--- src/logic/sfcef_pkg.sv ---
// constants and types shared by the event flag block and its frame receiver
package sfcef_pkg;

  // serial frame geometry
  localparam int unsigned FRAME_BITS = 32;
  localparam int unsigned CNT_W      = 6;
  localparam logic [CNT_W-1:0] CNT_FULL = 6'h20;
  localparam logic [CNT_W-1:0] CNT_SAT  = 6'h21;
  localparam logic [CNT_W-1:0] CNT_NONE = 6'h00;

  // command word layout: write flag, address, data, parity
  localparam int unsigned CMD_WR_BIT  = 31;
  localparam int unsigned CMD_ADR_HI  = 30;
  localparam int unsigned CMD_ADR_LO  = 25;
  localparam int unsigned CMD_DAT_HI  = 24;
  localparam int unsigned CMD_DAT_LO  = 1;
  localparam int unsigned ADR_W       = 6;

  // register addresses
  localparam logic [ADR_W-1:0] ADR_EVENT_FLAGS = 6'h01;
  localparam logic [ADR_W-1:0] ADR_CONTROL     = 6'h1A;
  localparam int unsigned      CTRL_SOFT_RESET = 0;

  // status register and its flag positions
  localparam int unsigned REG_W       = 24;
  localparam int unsigned FLAG_RESET  = 0;
  localparam int unsigned FLAG_FRAME  = 1;
  localparam int unsigned FLAG_PARITY = 2;
  localparam int unsigned FLAG_SWITCH = 3;
  localparam int unsigned FLAG_THERM  = 4;
  localparam int unsigned FLAG_NUM    = 5;
  localparam logic [REG_W-1:0] FLAGS_DEFAULT = 24'h00_0001;

  localparam int unsigned SWITCH_NUM = 24;

  typedef logic [FRAME_BITS-1:0] sfcef_word_t;
  typedef logic [REG_W-1:0]      sfcef_reg_t;

endpackage

--- src/logic/sfcef_frame_if.sv ---
// frame results passed from the serial receiver to the flag core
interface sfcef_frame_if;
  import sfcef_pkg::*;
  sfcef_word_t word;
  logic        word_valid;
  logic        length_error;
  logic        parity_error;
  logic        soft_reset;

  modport rx   (output word, output word_valid, output length_error, output parity_error, input soft_reset);
  modport core (input word, input word_valid, input length_error, input parity_error, output soft_reset);
endinterface

--- src/logic/sfcef_frame_rx.sv ---
// serial frame receiver: bit count and odd parity check per chip-select period
module sfcef_frame_rx (
  input  wire logic    mclk,
  input  wire logic    resetn,
  input  wire logic    cs_n_pin,
  input  wire logic    sclk_pin,
  input  wire logic    sdi_pin,
  sfcef_frame_if.rx    frm
);

  import sfcef_pkg::*;

  logic [2:0]       cs_sync_q;
  logic [2:0]       sclk_sync_q;
  logic [1:0]       sdi_sync_q;
  logic [CNT_W-1:0] cnt_q;
  sfcef_word_t      shift_q;
  logic             cs_fall;
  logic             cs_rise;
  logic             sclk_rise;

  // stage 0 is read only by stage 1; edges use stages 1 and 2
  always_ff @(posedge mclk or negedge resetn) begin
    if (!resetn) begin
      cs_sync_q   <= 3'h7;
      sclk_sync_q <= 3'h0;
      sdi_sync_q  <= 2'h0;
    end else begin
      cs_sync_q   <= {cs_sync_q[1:0], cs_n_pin};
      sclk_sync_q <= {sclk_sync_q[1:0], sclk_pin};
      sdi_sync_q  <= {sdi_sync_q[0], sdi_pin};
    end
  end

  assign cs_fall   = cs_sync_q[2] & ~cs_sync_q[1];
  assign cs_rise   = ~cs_sync_q[2] & cs_sync_q[1];
  assign sclk_rise = ~sclk_sync_q[2] & sclk_sync_q[1] & ~cs_sync_q[1];

  always_ff @(posedge mclk or negedge resetn) begin
    if (!resetn) begin
      cnt_q   <= CNT_NONE;
      shift_q <= '0;
    end else if (frm.soft_reset || cs_fall) begin
      cnt_q   <= CNT_NONE;
      shift_q <= '0;
    end else if (sclk_rise) begin
      shift_q <= {shift_q[FRAME_BITS-2:0], sdi_sync_q[1]};
      // saturate so long frames never wrap back to 32
      if (cnt_q != CNT_SAT) begin
        cnt_q <= cnt_q + 6'h01;
      end
    end
  end

  always_ff @(posedge mclk or negedge resetn) begin
    if (!resetn) begin
      frm.word         <= '0;
      frm.word_valid   <= 1'b0;
      frm.length_error <= 1'b0;
      frm.parity_error <= 1'b0;
    end else begin
      frm.word_valid   <= 1'b0;
      frm.length_error <= 1'b0;
      frm.parity_error <= 1'b0;
      if (cs_rise && !frm.soft_reset) begin
        if (cnt_q == CNT_NONE) begin
          frm.length_error <= 1'b0;
        end else if (cnt_q != CNT_FULL) begin
          frm.length_error <= 1'b1;
        end else if (~^shift_q) begin
          frm.parity_error <= 1'b1;
        end else begin
          frm.word       <= shift_q;
          frm.word_valid <= 1'b1;
        end
      end
    end
  end

endmodule

--- src/logic/sfcef_event_flags.sv ---
// event flag status register with clear-on-read and serial frame checks
module sfcef_event_flags (
  input  wire logic                             mclk,
  input  wire logic                             resetn,
  input  wire logic                             cs_n_pin,
  input  wire logic                             sclk_pin,
  input  wire logic                             sdi_pin,
  input  wire logic                             thermal_shutdown_pin,
  input  wire logic [sfcef_pkg::SWITCH_NUM-1:0] switch_inputs,
  input  wire logic                             polling_trigger,
  input  wire logic                             poll_cycle_done,
  output logic [sfcef_pkg::REG_W-1:0]           event_flags_status_q,
  output logic [sfcef_pkg::REG_W-1:0]           read_data_q,
  output logic                                  read_done_q,
  output logic [sfcef_pkg::FRAME_BITS-1:0]      cmd_word_q,
  output logic                                  cmd_valid_q,
  output logic                                  parity_status_copy_q,
  output logic                                  frame_status_copy_q,
  output logic                                  reset_status_copy_q
);

  import sfcef_pkg::*;

  sfcef_frame_if frm ();

  sfcef_frame_rx u_rx (
    .mclk     (mclk),
    .resetn   (resetn),
    .cs_n_pin (cs_n_pin),
    .sclk_pin (sclk_pin),
    .sdi_pin  (sdi_pin),
    .frm      (frm.rx)
  );

  function automatic logic [ADR_W-1:0] cmd_addr(input sfcef_word_t w);
    cmd_addr = w[CMD_ADR_HI:CMD_ADR_LO];
  endfunction

  function automatic logic cmd_is_write(input sfcef_word_t w);
    cmd_is_write = w[CMD_WR_BIT];
  endfunction

  logic [2:0]            therm_sync_q;
  logic [SWITCH_NUM-1:0] sw_sync0_q;
  logic [SWITCH_NUM-1:0] sw_sync1_q;
  logic [SWITCH_NUM-1:0] sw_prev_q;
  logic [2:0]            sw_prime_q;
  logic                  sw_change;
  logic                  poll_first_done;
  logic                  poll_armed_q;
  logic                  soft_reset_q;
  logic                  status_read;
  logic                  soft_reset_cmd;
  logic [FLAG_NUM-1:0]   set_vec;
  sfcef_reg_t            flags_d;

  // analog-side levels come in unsynchronised
  // two sync stages, the third only for edge compare
  always_ff @(posedge mclk or negedge resetn) begin
    if (!resetn) begin
      therm_sync_q <= 3'h0;
      sw_sync0_q   <= '0;
      sw_sync1_q   <= '0;
      sw_prev_q    <= '0;
    end else begin
      therm_sync_q <= {therm_sync_q[1:0], thermal_shutdown_pin};
      sw_sync0_q   <= switch_inputs;
      sw_sync1_q   <= sw_sync0_q;
      sw_prev_q    <= sw_sync1_q;
    end
  end

  // compares start once sw_prev_q holds a real sample, three edges in;
  // a switch change inside that window after a soft reset is not flagged
  always_ff @(posedge mclk or negedge resetn) begin
    if (!resetn) begin
      sw_prime_q <= 3'h0;
    end else if (soft_reset_q) begin
      sw_prime_q <= 3'h0;
    end else begin
      sw_prime_q <= {sw_prime_q[1:0], 1'b1};
    end
  end

  always_ff @(posedge mclk or negedge resetn) begin
    if (!resetn) begin
      poll_armed_q <= 1'b0;
    end else if (soft_reset_q) begin
      poll_armed_q <= 1'b0;
    end else if (polling_trigger) begin
      poll_armed_q <= 1'b1;
    end else if (poll_cycle_done) begin
      poll_armed_q <= 1'b0;
    end
  end

  assign status_read    = frm.word_valid && !cmd_is_write(frm.word)
                          && cmd_addr(frm.word) == ADR_EVENT_FLAGS;
  assign soft_reset_cmd = frm.word_valid && cmd_is_write(frm.word) && cmd_addr(frm.word) == ADR_CONTROL
                          && frm.word[CMD_DAT_LO + CTRL_SOFT_RESET];

  assign sw_change       = sw_prime_q[2] && (sw_sync1_q != sw_prev_q);
  // first poll cycle after trigger; a trigger in the same cycle re-arms instead
  assign poll_first_done = poll_armed_q && poll_cycle_done && !polling_trigger;

  always_comb begin
    set_vec = '0;
    set_vec[FLAG_THERM]  = therm_sync_q[2] ^ therm_sync_q[1];
    set_vec[FLAG_SWITCH] = sw_change || poll_first_done;
    set_vec[FLAG_PARITY] = frm.parity_error;
    set_vec[FLAG_FRAME]  = frm.length_error;
    set_vec[FLAG_RESET]  = 1'b0;
  end

  always_comb begin
    flags_d = status_read ? '0 : event_flags_status_q;
    flags_d[FLAG_NUM-1:0] = flags_d[FLAG_NUM-1:0] | set_vec;
  end

  // soft reset is applied one cycle after its frame is accepted
  // so that frame's accept pulse still shows for one cycle
  always_ff @(posedge mclk or negedge resetn) begin
    if (!resetn) begin
      soft_reset_q <= 1'b0;
    end else begin
      soft_reset_q <= soft_reset_cmd;
    end
  end

  assign frm.soft_reset = soft_reset_q;

  always_ff @(posedge mclk or negedge resetn) begin
    if (!resetn) begin
      event_flags_status_q <= FLAGS_DEFAULT;
    end else if (soft_reset_q) begin
      event_flags_status_q <= FLAGS_DEFAULT;
    end else begin
      event_flags_status_q <= flags_d;
    end
  end

  always_ff @(posedge mclk or negedge resetn) begin
    if (!resetn) begin
      parity_status_copy_q <= 1'b0;
      frame_status_copy_q  <= 1'b0;
      reset_status_copy_q  <= FLAGS_DEFAULT[FLAG_RESET];
    end else if (soft_reset_q) begin
      parity_status_copy_q <= 1'b0;
      frame_status_copy_q  <= 1'b0;
      reset_status_copy_q  <= FLAGS_DEFAULT[FLAG_RESET];
    end else begin
      parity_status_copy_q <= flags_d[FLAG_PARITY];
      frame_status_copy_q  <= flags_d[FLAG_FRAME];
      reset_status_copy_q  <= flags_d[FLAG_RESET];
    end
  end

  // read returns the value before the clear
  always_ff @(posedge mclk or negedge resetn) begin
    if (!resetn) begin
      read_data_q <= '0;
      read_done_q <= 1'b0;
    end else if (soft_reset_q) begin
      read_data_q <= '0;
      read_done_q <= 1'b0;
    end else begin
      read_done_q <= status_read;
      if (status_read) begin
        read_data_q <= event_flags_status_q;
      end
    end
  end

  always_ff @(posedge mclk or negedge resetn) begin
    if (!resetn) begin
      cmd_word_q  <= '0;
      cmd_valid_q <= 1'b0;
    end else if (soft_reset_q) begin
      cmd_word_q  <= '0;
      cmd_valid_q <= 1'b0;
    end else begin
      cmd_valid_q <= frm.word_valid;
      if (frm.word_valid) begin
        cmd_word_q <= frm.word;
      end
    end
  end

endmodule

--- config.mk ---
export PLATFORM = sky130hd
export DESIGN_NAME = sfcef_event_flags
export DESIGN_NICKNAME = d
export VERILOG_FILES = /design/src/logic/sfcef_pkg.sv /design/src/logic/sfcef_frame_if.sv /design/src/logic/sfcef_frame_rx.sv /design/src/logic/sfcef_event_flags.sv
export SDC_FILE = /design/constraint.sdc
export NUM_CORES = 1
export LEC_CHECK = 0
export BUFFER_PORTS_ARGS = -buffer_cell sky130_fd_sc_hd__buf_4
export CORE_AREA = 3 3 114 127
export CTS_CLUSTER_SIZE = 20
export DETAILED_ROUTE_END_ITERATION = 7
export DIE_AREA = 0 0 117 130
export PLACE_DENSITY_LB_ADDON = 0.12
export SYNTH_ARGS = -nofsm -noshare
export SYNTH_HDL_FRONTEND = slang
export SYNTH_HIERARCHICAL = 1
export SYNTH_SLANG_ARGS = --single-unit
--- constraint.sdc ---
create_clock -name mclk -period 3.9 [get_ports mclk]
set_input_delay 0.39 -clock mclk [delete_from_list [all_inputs] [get_ports mclk]]
set_output_delay 0.39 -clock mclk [all_outputs]
set_load 0.03 [all_outputs]
==> out/results.tsv <==
metric	value	unit
status	finished clean	
R2R Setup Slk	1.15	ns
WL met2	7.27	mm
post-route ant nets	0	
global-route wire length before repair	23.1	mm
layout cells sized above 1	24.5	%
M1 WL	6.33	mm
post-CTS setup buffer count	0	
Final Cycle Share	70.6	%
Worst Clk Skew	0.0141	ns
relative slew slack	40.8	%
I/O Buffers	97	
crit-path max FO	21	
Max Clk Rate	363	MHz
Hold/Removal Path Class	in2async	
worst hold margin	0.0110	ns
Final Util	72.1	%
initial antenna violation count	0	
Die Y	130	um
worst r2r src	u_rx/shift_q[12]	
Root Driver	clkbuf_16	
sequential share of the synthesized area	65.0	%
WL per Instance	16.4	um
max_cap viols	0	
drt initial violations	229	
Static Leak	0.00452	uW
CTS buffer count	21	
Routed WL	14.6	mm
top sig layer	met4	
Synth area leaders	dfrtp_1, xnor2_1, mux2_4, mux2i_1, buf_4	
share of the synthesized area in the top cell type	63.7	%
die width	117	um
asr flop ratio synth	100	%
unrepaired setup endpoints after global routing	false	
simple-gate share of the synthesized area	8.21	%
Area Overhead vs Synth	20.1	%
largest family of logic cells by synthesized area	multiplexers	
Compound-Gate Fraction of Synth Area	2.93	%
cell area after synthesis	7940	sq um
Congestion Overflow GR	0	
Max clock buf depth	3	
gr usage total	19.2	%
Layout Nets	746	
CP startpoint kind	flip-flop	
CP max stage delay	0.46	ns
Vias	4538	
Final TNS setup	0	ns
synthesis warning total	6	
pin count of the biggest net entering global routing	118	
Setup-failing EPs final	0	
core area	13200	sq um
router iterations before antenna repair	4	
HPWL Detailed	9.03	mm
H-tree depth	1	
standard-cell rows	44	
Reg2Reg Capture Point	u_rx/frm.word[13]	
Mapped Cells	600	
Starting Density	60.1	%
vias in the first global route	4632	
Max rail drop VDD	0.000353	V
Fill cells	898	
met3 WL	679	um
CP startpoint	u_rx/shift_q[12]	
actual slew at the worst max-slew pin	0.888	ns
via density per instance	5.12	
Synth area leader	dfrtp_1	
DIE AREA	15200	sq um
delay-heaviest family, CP	XOR/XNOR gates	
Syn Area/Cell	13.2	sq um
hold buffers post-CTS	19	
placed inst area	8570	sq um
final hold violation count	0	
number of enable flip-flop cells after synthesis	0	
crit path kind	reg2reg	
R2R cell count	8	
post-synthesis mux area share	10.7	%
Req. time, crit path	4.27	ns
I/O pin total	117	
Slowest-stage cell, CP	buf_4	
Clock transition at path regs	0.06	ns
crit path cell chain	xnor2_1 -> xnor2_1 -> xnor2_1 -> xnor2_1 -> xnor2_1 -> nor2b_4 -> buf_4 -> mux2_4	
Resized cells post-CTS	0	
drc violations	0	
unique cell type count in the Yosys netlist	39	
post-synthesis xor/xnor area fraction	6.62	%
fin area	9530	sq um
Seq cells post-synth	206	
cell mode on critical path	xnor2_1	
PD cells	462	nW/um^2
WP buf/inv	1	
fin crit period	2.75	ns
CP Capture Type	flip-flop	
Max Slew Vio Count	0	
routability cong.	0.773	
clk_lat worst skew	0.49	ns
critical path data arrival time	3.12	ns
Ant. Diodes	0	
Main synth FF type	dfrtp_1	
clock sinks	206	
adder-cell share of the synthesized area	0.473	%
CTS tree	done	
[cell type report]
class,instances,area (sq um),share of cell area (%)
Clock buffer,31,603,6.33
Inverter,6,22.5,0.236
Clock inverter,7,91.3,0.958
Multi-Input combinational cell,343,2370,24.8
Tap cell,161,201,2.11
Sequential cell,206,5160,54.1
Timing Repair Buffer,133,1080,11.4
[layout by cell type, fill, tap and decap left out, drive strengths merged, types with 2 or more instances in the layout]
| cell | Yosys | final |
|---|---|---|
| o21ai | 6 | 6 |
| xor2 | 7 | 7 |
| nand4 | 8 | 8 |
| mux2 | 32 | 32 |
| inv | 6 | 7 |
| nand2 | 68 | 68 |
| a21oi | 33 | 33 |
| dfstp | 4 | 4 |
| a31oi | 2 | 2 |
| dlygate4sd3 | 0 | 27 |
| xnor2 | 53 | 53 |
| mux2i | 38 | 38 |
| dfrtp | 202 | 202 |
| nand3 | 2 | 2 |
| conb | 1 | 19 |
| bufinv | 0 | 2 |
| clkinv | 0 | 3 |
| nor2b | 5 | 5 |
| nor4 | 2 | 2 |
| ha | 3 | 3 |
| buf | 50 | 105 |
| and3 | 2 | 2 |
| nor2 | 51 | 51 |
| nor3 | 2 | 2 |
| clkbuf | 13 | 32 |
[metrics by stage]
step	cells	total power, uW	worst slack, ns
final	887	4400	1.15
after global routing	887	4570	1.01
after CTS	879	4430	1.14
after detailed placement	822	2430	1.18
after global placement	822	2430	1.23
after floorplan	618	2350	1.86
[worst register-to-register path: stages (launching register included)]
cell and delay (ns):
dfrtp_1 0.43, xnor2_1 0.24, xnor2_1 0.16, xnor2_1 0.18, xnor2_1 0.19, xnor2_1 0.17, nor2b_4 0.45, buf_4 0.46
mux2_4 0.36
[registers in the layout, indices dropped and copies added (netlist names), 3 cells and up]
| name | count |
|---|---|
| sw_sync0_q | 24 |
| u_rx/sclk_sync_q | 3 |
| event_flags_status_q | 5 |
| u_rx/cs_sync_q | 3 |
| read_data_q | 6 |
| cmd_word_q | 32 |
| sw_prev_q | 24 |
| sw_sync1_q | 24 |
| sw_prime_q | 3 |
| u_rx/shift_q | 32 |
| therm_sync_q | 3 |
| u_rx/cnt_q | 6 |
| u_rx/frm.word | 32 |
[Yosys cell counts, drive strengths merged, types with 3 or more instances]
| master | count |
|---|---|
| xor2 | 7 |
| dfrtp | 202 |
| nor2 | 51 |
| dfstp | 4 |
| o21ai | 6 |
| buf | 50 |
| nand4 | 8 |
| mux2 | 32 |
| ha | 3 |
| nor2b | 5 |
| nand2 | 68 |
| clkbuf | 13 |
| a21oi | 33 |
| mux2i | 38 |
| inv | 6 |
| xnor2 | 53 |
[power by group]
part           leakage, uW  switching [uW]  internal, uW
clock             0.000339             782          1210
combinational      0.00154             118          77.1
sequential         0.00264            29.7          2190
[how the worst max path moves through the flow]
stage	end	slack, ns	cells after the start
2_1_floorplan	u_rx/frm.word[10]	1.86	9
3_3_place_gp	u_rx/frm.word[14]	1.23	8
3_5_place_dp	u_rx/frm.word[13]	1.18	8
4_1_cts	u_rx/frm.word[13]	1.14	8
5_1_grt	u_rx/frm.word[13]	1.01	8
6_report	u_rx/frm.word[13]	1.15	8
[routing by layer]
layer,up-vias,GRT usage [%]
met2,105,32.8
met1,2273,25.7
met3,23,3.20
met4,0,5.06
met5,-,0
li1,2137,-
[logic make-up (layout without fill, tap and decap cells)]
logic type / count (synthesis) / count (layout)
multiplexers: 70 / 70
flip-flops: 206 / 206
buffers and inverters: 69 / 177
XOR/XNOR: 60 / 60
AO/OA/AOI/OAI: 44 / 44
adder cells (fa/ha/maj): 3 / 3
AND/OR/NAND/NOR: 147 / 147
other: 1 / 19
Note: power is estimated with default switching activity, not from simulation.
